## config.mk

```make
export PLATFORM = sky130hd
export DESIGN_NAME = ttc_regs
export DESIGN_NICKNAME = d
export VERILOG_FILES = /design/src/rtl/ttc_pkg.sv /design/src/rtl/ttc_regs.sv
export VERILOG_INCLUDE_DIRS = /design/src /design/src/rtl
export SDC_FILE = /design/constraint.sdc
export NUM_CORES = 1
export LEC_CHECK = 0
export BUFFER_PORTS_ARGS = -buffer_cell sky130_fd_sc_hd__buf_2
export CORE_MARGIN = 1.5
export CORE_UTILIZATION = 54
export CTS_BUF_LIST = sky130_fd_sc_hd__clkbuf_8
export DETAILED_ROUTE_END_ITERATION = 16
export HOLD_SLACK_MARGIN = 0.02
export PLACE_DENSITY = 0.81
export SETUP_SLACK_MARGIN = 0.4
export SLEW_MARGIN = 5
export SYNTH_ARGS = -nofsm -noshare
export SYNTH_HDL_FRONTEND = slang
export SYNTH_SLANG_ARGS = --single-unit
```

## constraint.sdc

```tcl
create_clock -name aclk -period 5.1 [get_ports aclk]
set_input_delay 0.51 -clock aclk [delete_from_list [all_inputs] [get_ports aclk]]
set_output_delay 0.51 -clock aclk [all_outputs]
set_load 0.03 [all_outputs]
```

## src/rtl/ttc_map.svh

```systemverilog
`ifndef TTC_MAP_SVH
`define TTC_MAP_SVH

// ****************************************************************
// Register indices; the byte address of each word is four times its index.
// ****************************************************************
`define TTC_ADDR_W          14
`define TTC_IDX_W           12
`define TTC_IDX_REVISION    12'hA00
`define TTC_IDX_SCRATCH     12'hA01
`define TTC_IDX_NAME0       12'hA02
`define TTC_IDX_NAME1       12'hA03
`define TTC_IDX_NAME2       12'hA04
`define TTC_IDX_PERIOD      12'hA05
`define TTC_IDX_RSVD_FIRST  12'hA06
`define TTC_IDX_RSVD_LAST   12'hA09
`define TTC_IDX_EXTRA       12'hA0A
`define TTC_IDX_ASYM        12'hA0B
`define TTC_IDX_SERDES      12'hA0C

// ****************************************************************
// Identification values; all arbitrary, chosen to name no real part.
// ****************************************************************
`define TTC_REVISION_VALUE  32'h0000_0001
`define TTC_NAME0_VALUE     32'h5453_434F
`define TTC_NAME1_VALUE     32'h5252_3030
`define TTC_NAME2_VALUE     32'h3030_3031

// ****************************************************************
// Field layout and reset values.
// ****************************************************************
`define TTC_FRAC_W          16
`define TTC_PERIOD_W        20
`define TTC_ASYM_W          19
`define TTC_MAG_W           17
`define TTC_ASYM_EN_BIT     18
`define TTC_ASYM_SUB_BIT    17
`define TTC_DELAY_W         35
`define TTC_WORD_RESET      32'h0000_0000
`define TTC_ASYM_RESET      19'h0_0000
`define TTC_MAC_CLK_KHZ     64'd312500
`define TTC_PERIOD_RESET    (20'(((64'd1000000) << 16) / `TTC_MAC_CLK_KHZ))

`endif

```

## src/rtl/ttc_pkg.sv

```systemverilog
`default_nettype none

package ttc_pkg;

	typedef logic [31:0] ttc_word_t;

	typedef enum logic [1:0] {
		TTC_RESP_OKAY   = 2'b00,
		TTC_RESP_SLVERR = 2'b10
	} ttc_resp_t;

endpackage : ttc_pkg

`default_nettype wire

```

## src/rtl/ttc_regs.sv

```systemverilog
// Design decision made here: register access over AXI4-Lite.

`include "ttc_map.svh"

`default_nettype none

module ttc_regs (
	input  wire logic                          aclk,
	input  wire logic                          aresetn,
	input  wire logic [`TTC_ADDR_W-1:0]        awaddr,
	input  wire logic                          awvalid,
	output logic                               awready,
	input  wire logic [31:0]                   wdata,
	input  wire logic [3:0]                    wstrb,
	input  wire logic                          wvalid,
	output logic                               wready,
	output logic [1:0]                         bresp,
	output logic                               bvalid,
	input  wire logic                          bready,
	input  wire logic [`TTC_ADDR_W-1:0]        araddr,
	input  wire logic                          arvalid,
	output logic                               arready,
	output logic [31:0]                        rdata,
	output logic [1:0]                         rresp,
	output logic                               rvalid,
	input  wire logic                          rready,
	output logic [`TTC_PERIOD_W-1:0]           mac_clock_period,
	output logic [31:0]                        user_extra_latency,
	output logic [31:0]                        serialiser_latency,
	output logic                               asym_enable,
	output logic                               asym_subtract,
	output logic [`TTC_MAG_W-1:0]              asym_magnitude,
	output logic signed [`TTC_DELAY_W-1:0]     asym_offset,
	output logic signed [`TTC_DELAY_W-1:0]     fixed_delay
);

	// ****************************************************************
	// Helpers
	// ****************************************************************

	function automatic ttc_pkg::ttc_word_t ttc_merge(
		input ttc_pkg::ttc_word_t old_word,
		input ttc_pkg::ttc_word_t new_word,
		input logic [3:0]         strb
	);
		ttc_pkg::ttc_word_t merged;
		merged = old_word;
		for (int b = 0; b < 4; b++) begin
			if (strb[b]) begin
				merged[b*8 +: 8] = new_word[b*8 +: 8];
			end
		end
		return merged;
	endfunction : ttc_merge

	// Reserved words count as mapped so they answer OKAY, not an error.
	function automatic logic ttc_mapped(
		input logic [`TTC_IDX_W-1:0] idx
	);
		return (idx >= `TTC_IDX_REVISION) && (idx <= `TTC_IDX_SERDES);
	endfunction : ttc_mapped

	// Magnitude is whole nanoseconds, so it is shifted into 16.16 form.
	function automatic logic signed [`TTC_DELAY_W-1:0] ttc_asym(
		input logic [`TTC_ASYM_W-1:0] word
	);
		logic signed [`TTC_DELAY_W-1:0] mag;
		mag = `TTC_DELAY_W'({word[`TTC_MAG_W-1:0], `TTC_FRAC_W'(0)});
		if (!word[`TTC_ASYM_EN_BIT]) begin
			return '0;
		end
		if (word[`TTC_ASYM_SUB_BIT]) begin
			return -mag;
		end
		return mag;
	endfunction : ttc_asym

	// ****************************************************************
	// Write channel
	// ****************************************************************

	logic                     aw_held;
	logic [`TTC_IDX_W-1:0]    aw_idx;
	logic                     w_held;
	ttc_pkg::ttc_word_t       w_data;
	logic [3:0]               w_strb;
	logic                     next_aw_held;
	logic [`TTC_IDX_W-1:0]    next_aw_idx;
	logic                     next_w_held;
	ttc_pkg::ttc_word_t       next_w_data;
	logic [3:0]               next_w_strb;
	logic                     next_awready;
	logic                     next_wready;
	logic                     next_bvalid;
	logic [1:0]               next_bresp;
	logic                     do_write;

	ttc_pkg::ttc_word_t       scratch_test_word;
	ttc_pkg::ttc_word_t       next_scratch;
	logic [`TTC_PERIOD_W-1:0] next_period;
	ttc_pkg::ttc_word_t       next_extra;
	logic [`TTC_ASYM_W-1:0]   asymmetry_adjust;
	logic [`TTC_ASYM_W-1:0]   next_asym;
	ttc_pkg::ttc_word_t       next_serdes;
	ttc_pkg::ttc_word_t       period_word;

	assign period_word = 32'(mac_clock_period);

	always_comb begin
		next_aw_held = aw_held;
		next_aw_idx  = aw_idx;
		next_w_held  = w_held;
		next_w_data  = w_data;
		next_w_strb  = w_strb;
		next_bvalid  = bvalid;
		next_bresp   = bresp;
		next_scratch = scratch_test_word;
		next_period  = mac_clock_period;
		next_extra   = user_extra_latency;
		next_asym    = asymmetry_adjust;
		next_serdes  = serialiser_latency;
		do_write     = aw_held && w_held && !bvalid;
		if (awvalid && awready) begin
			next_aw_held = 1'b1;
			next_aw_idx  = awaddr[`TTC_ADDR_W-1:2];
		end
		if (wvalid && wready) begin
			next_w_held = 1'b1;
			next_w_data = wdata;
			next_w_strb = wstrb;
		end
		if (bvalid && bready) begin
			next_bvalid = 1'b0;
		end
		if (do_write) begin
			next_aw_held = 1'b0;
			next_w_held  = 1'b0;
			next_bvalid  = 1'b1;
			next_bresp   = ttc_mapped(aw_idx) ? ttc_pkg::TTC_RESP_OKAY : ttc_pkg::TTC_RESP_SLVERR;
			// Identification and reserved words fall through and keep nothing.
			unique case (aw_idx)
				`TTC_IDX_SCRATCH: begin
					next_scratch = ttc_merge(scratch_test_word, w_data, w_strb);
				end
				`TTC_IDX_PERIOD: begin
					next_period = `TTC_PERIOD_W'(ttc_merge(period_word, w_data, w_strb));
				end
				`TTC_IDX_EXTRA: begin
					next_extra = ttc_merge(user_extra_latency, w_data, w_strb);
				end
				`TTC_IDX_ASYM: begin
					next_asym = `TTC_ASYM_W'(ttc_merge(32'(asymmetry_adjust), w_data, w_strb));
				end
				`TTC_IDX_SERDES: begin
					next_serdes = ttc_merge(serialiser_latency, w_data, w_strb);
				end
				default: begin
					next_scratch = scratch_test_word;
				end
			endcase
		end
		next_awready = !next_aw_held;
		next_wready  = !next_w_held;
	end

	always_ff @(posedge aclk) begin
		if (!aresetn) begin
			aw_held            <= 1'b0;
			aw_idx             <= '0;
			w_held             <= 1'b0;
			w_data             <= `TTC_WORD_RESET;
			w_strb             <= 4'h0;
			awready            <= 1'b1;
			wready             <= 1'b1;
			bvalid             <= 1'b0;
			bresp              <= ttc_pkg::TTC_RESP_OKAY;
			scratch_test_word  <= `TTC_WORD_RESET;
			mac_clock_period   <= `TTC_PERIOD_RESET;
			user_extra_latency <= `TTC_WORD_RESET;
			asymmetry_adjust   <= `TTC_ASYM_RESET;
			serialiser_latency <= `TTC_WORD_RESET;
		end else begin
			aw_held            <= next_aw_held;
			aw_idx             <= next_aw_idx;
			w_held             <= next_w_held;
			w_data             <= next_w_data;
			w_strb             <= next_w_strb;
			awready            <= next_awready;
			wready             <= next_wready;
			bvalid             <= next_bvalid;
			bresp              <= next_bresp;
			scratch_test_word  <= next_scratch;
			mac_clock_period   <= next_period;
			user_extra_latency <= next_extra;
			asymmetry_adjust   <= next_asym;
			serialiser_latency <= next_serdes;
		end
	end

	// ****************************************************************
	// Read channel
	// ****************************************************************

	logic [`TTC_IDX_W-1:0] ar_idx;
	ttc_pkg::ttc_word_t    read_word;
	logic                  next_arready;
	logic                  next_rvalid;
	ttc_pkg::ttc_word_t    next_rdata;
	logic [1:0]            next_rresp;

	assign ar_idx = araddr[`TTC_ADDR_W-1:2];

	always_comb begin
		unique case (ar_idx)
			`TTC_IDX_REVISION: read_word = `TTC_REVISION_VALUE;
			`TTC_IDX_SCRATCH:  read_word = scratch_test_word;
			`TTC_IDX_NAME0:    read_word = `TTC_NAME0_VALUE;
			`TTC_IDX_NAME1:    read_word = `TTC_NAME1_VALUE;
			`TTC_IDX_NAME2:    read_word = `TTC_NAME2_VALUE;
			`TTC_IDX_PERIOD:   read_word = period_word;
			`TTC_IDX_EXTRA:    read_word = user_extra_latency;
			`TTC_IDX_ASYM:     read_word = 32'(asymmetry_adjust);
			`TTC_IDX_SERDES:   read_word = serialiser_latency;
			default:           read_word = `TTC_WORD_RESET;
		endcase
	end

	always_comb begin
		next_arready = arready;
		next_rvalid  = rvalid;
		next_rdata   = rdata;
		next_rresp   = rresp;
		if (rvalid && rready) begin
			next_rvalid  = 1'b0;
			next_arready = 1'b1;
		end
		if (arvalid && arready) begin
			next_rvalid  = 1'b1;
			next_arready = 1'b0;
			next_rdata   = read_word;
			next_rresp   = ttc_mapped(ar_idx) ? ttc_pkg::TTC_RESP_OKAY : ttc_pkg::TTC_RESP_SLVERR;
		end
	end

	always_ff @(posedge aclk) begin
		if (!aresetn) begin
			arready <= 1'b1;
			rvalid  <= 1'b0;
			rdata   <= `TTC_WORD_RESET;
			rresp   <= ttc_pkg::TTC_RESP_OKAY;
		end else begin
			arready <= next_arready;
			rvalid  <= next_rvalid;
			rdata   <= next_rdata;
			rresp   <= next_rresp;
		end
	end

	// ****************************************************************
	// Correction terms for the timestamp datapath
	// ****************************************************************

	// Registered one cycle behind the fields so the datapath sees flop outputs
	// and no long adder chain reaches it from the bus side.
	logic signed [`TTC_DELAY_W-1:0] next_asym_offset;
	logic signed [`TTC_DELAY_W-1:0] next_fixed_delay;

	always_comb begin
		next_asym_offset = ttc_asym(asymmetry_adjust);
		next_fixed_delay = `TTC_DELAY_W'($signed({3'b000, user_extra_latency}))
			+ `TTC_DELAY_W'($signed({3'b000, serialiser_latency}))
			+ next_asym_offset;
	end

	always_ff @(posedge aclk) begin
		if (!aresetn) begin
			asym_enable    <= 1'b0;
			asym_subtract  <= 1'b0;
			asym_magnitude <= '0;
			asym_offset    <= '0;
			fixed_delay    <= '0;
		end else begin
			asym_enable    <= asymmetry_adjust[`TTC_ASYM_EN_BIT];
			asym_subtract  <= asymmetry_adjust[`TTC_ASYM_SUB_BIT];
			asym_magnitude <= asymmetry_adjust[`TTC_MAG_W-1:0];
			asym_offset    <= next_asym_offset;
			fixed_delay    <= next_fixed_delay;
		end
	end

endmodule : ttc_regs

`default_nettype wire

```

==> impl_metrics.yaml <==
outcome:
  outcome: "finished clean"
route:
  drt-total-wl_mm: 43.38
  detail_route.wl_per_cell_um: 18.70
  vias: 13470
  viasPerCell: 5.804
  postRouteAntennaNets: 0
  drtPass1Iterations: 8
  post-route-drc-count: 0
  drt_iter0_drc: 1253
synthesis:
  postSynth.asyncResetShare_pct: 0
  yosysSeqAreaShare_pct: 40.89
  synth-seq-cells: 297
  synth_area_um2: 14540
  synth-edff-count: 0
  ys.flop_type: "dfxtp_1"
  syn_area_per_cell_um2: 8.405
  syn_inst: 1730
  yosysUniqueCellTypes: 72
  yosysWarnings: 0
setup_path:
  critPathTopFamily: "compound AO/OA/AOI/OAI gates"
  path_cells: "ha_1 -> inv_1 -> fa_1 -> nor2b_1 -> o31ai_1 -> a21o_1 -> o21ai_2 -> a21oi_1 -> o31ai_1 -> xor2_1 -> ha_1 -> and3_1 -> a21oi_1 -> o21ai_0 -> a32oi_1 -> nand3_1 -> o22ai_1 -> mux2_2"
  cp_max_fo: 5
  crit_required_ns: 5.54
  crit_slowest_cell: "dfxtp_1"
  crit_buf_inv: 1
  worstPathArrival_ns: 4.99
  rr_worst_depth: 18
  cp-end-kind: "flip-flop"
  criticalPathCategory: "reg2reg"
  crit_cells: 18
  slowest_delay_ns: 0.42
  start_kind: "flip-flop"
layout:
  multi_input_area_um2: 8046
  drive_gt1_share_pct: 19.15
  final_util_pct: 64.42
  layout_commonest_cell: "nand2_1"
  fillers: 2249
  final_cell_mix: "nand2_1 (378), dfxtp_1 (297), buf_2 (261), a21boi_0 (152), o21ai_0 (94)"
  seq_area_um2: 5946
  syn_to_final_growth_pct: 16.10
  nNetsFinal: 2077
sta:
  max_slew_margin_pct: 21.11
  clock_skew_ns: 0.01434
  finalSetupTns_ns: 0
  hold_violations: 0
  slew_violations: 0
  post-route-min-period_ns: 4.549
  period_share_pct: 89.20
  rsz0062_at_grt: "yes"
  finalSetupViolCount: 0
  fmaxAchievable_mhz: 219.8
  tightest_slew_ns: 1.181
pwr:
  p_leak_uw: 0.007361
  p_per_area_nw_per_um2: 280.8
  ir_worst_vdd_mv: 0.2547
floorplan:
  boundaryPins: 285
  rows: 59
  die_x_um: 167.1
  initial_core_util_pct: 55.48
  coreArea_um2: 26210
  die_h_um: 167.1
  dieArea_um2: 27920
clock_tree:
  clk_path_buf_depth: 3
  h-tree-depth: 2
  cts_setup_buffers: 0
  cts_hold_buf: 0
  clkTransAtPathRegs_ns: 0.06
  ctsResizeCount: 0
  root_buffer: "clkbuf_8"
  numCtsBuffers: 48
  clock-sinks: 297
  clk_latency_ns: 0.57
  tritoncts: "built"
grt:
  grt_pass1_wl_mm: 66.96
  antenna_found_initial: 3
  grt_max_degree: 114
  grt_overflow: 0
  grt_pass1_vias: 12400
  grtUsageTotal_pct: 30.04
job:
  maxCapViolations: 0
place:
  hpwlAfterDp_mm: 32.38
  place.gp.congestion: 0.9546
  io_buffer_count: 262
hold_path:
  hold_depth: 3
  min_path_type: "in2reg"
-- power by group --
group	total (uW)	leakage (uW)	switching [uW]	internal, uW
clock network	2140	0.000559	933	1200
registers	2390	0.00240	43.5	2350
logic	207	0.00440	133	74.3
total	4740	0.00736	1110	3630
-- synth_stat cells, drive strengths merged (3+ instances only) --
cell type / count / area, um^2
a211oi: 6 / 45.04
a21boi: 169 / 1269
a21o: 14 / 105.1
a21oi: 74 / 370.4
a221oi: 9 / 78.83
a222oi: 13 / 130.1
a22o: 12 / 105.1
a22oi: 14 / 105.1
a31oi: 9 / 56.30
and2: 73 / 456.7
and3: 19 / 118.9
and4: 5 / 43.79
buf: 35 / 237.7
clkbuf: 80 / 300.3
dfxtp: 297 / 5946
ha: 50 / 625.6
inv: 22 / 82.58
mux2: 6 / 67.56
mux2i: 40 / 400.4
nand2: 378 / 1419
nand2b: 14 / 87.58
nand3: 23 / 125.1
nand4: 4 / 25.02
nor2: 66 / 304.0
nor2b: 37 / 231.5
nor3: 11 / 60.06
nor3b: 7 / 63.81
nor4: 6 / 37.54
nor4b: 5 / 56.31
o211ai: 11 / 82.58
o21a: 8 / 60.06
o21ai: 97 / 485.5
o21bai: 4 / 30.03
o221ai: 3 / 26.28
o22ai: 6 / 37.54
o31ai: 8 / 60.06
o41ai: 3 / 26.28
or2: 15 / 93.84
or3: 5 / 31.28
xnor2: 25 / 219.0
xor2: 21 / 183.9
-- final cells by class --
cell class	instances	area share, %
Sequential cell	297	35.22
Clock inverter	20	0.9858
Multi-Input combinational cell	1313	47.67
Tap cell	335	2.483
Clock buffer	60	4.892
Antenna cell	1	0.01482
Timing Repair Buffer	272	8.249
Inverter	22	0.4892
-- per-layer routing --
layer  track usage [%]  vias up  share of wire, %  routed length (um)
li1                  -     6417                 -                   -
met1             40.20     6207                42               18410
met2             47.33      708                44               19090
met3             5.720      129               9.3                4031
met4             13.16        4               4.2                1813
met5                 0        -             0.062                  27
-- state kept, by name, indices dropped and copies added, names as in the netlist, 4 cells and up --
signal / count
fixed_delay: 35
rdata: 32
scratch_test_word: 32
serialiser_latency: 32
user_extra_latency: 32
w_data: 32
mac_clock_period: 20
asym_offset: 19
asymmetry_adjust: 19
asym_magnitude: 17
aw_idx: 12
w_strb: 4
-- metrics by stage --
stage                     hold slack, ns  cells  setup WS, ns  instance area [um^2]  total power (uW)
after global placement            0.4291   2239        0.7024                 15880              2642
after CTS                         0.1684   2319        0.5318                 16870              4761
final                             0.1919   2320        0.5508                 16880              4740
after detailed placement          0.4464   2239        0.5516                 15880              2647
after floorplan                   0.4385   1747         1.048                 14600              2582
after global routing              0.1804   2319        0.3278                 16880              4898
-- kinds of logic (layout without fill, tap and decap cells) --
family,after synthesis,in the layout,synth area share [%]
buf+inv,137,374,4.268
flops,297,297,40.89
mux,46,46,3.218
compound gates,473,473,21.93
other cells,1,19,0.02579
simple gates,678,678,22.31
fa+ha+maj,52,52,4.578
xor+xnor,46,46,2.771
-- worst paths after layout --
kind,startpoint,end,slack [ns]
worst min-delay path,wdata[23],w_data[23],0.19
worst min register to register,rdata[19],rdata[19],0.46
worst max register to register,serialiser_latency[0],fixed_delay[33],0.55
worst max-delay path,serialiser_latency[0],fixed_delay[33],0.55
-- worst reg2reg max path, delay by kind of cell, from the launching register on --
kind,cells,cell delay [ns]
AND/OR/NAND/NOR,3,0.56
multiplexers,1,0.36
flip-flops,1,0.42
adder cells (fa/ha/maj),3,0.90
buffers and inverters,1,0.06
XOR/XNOR,1,0.19
AO/OA/AOI/OAI,9,1.95
Note: power is estimated with default switching activity, not from simulation.
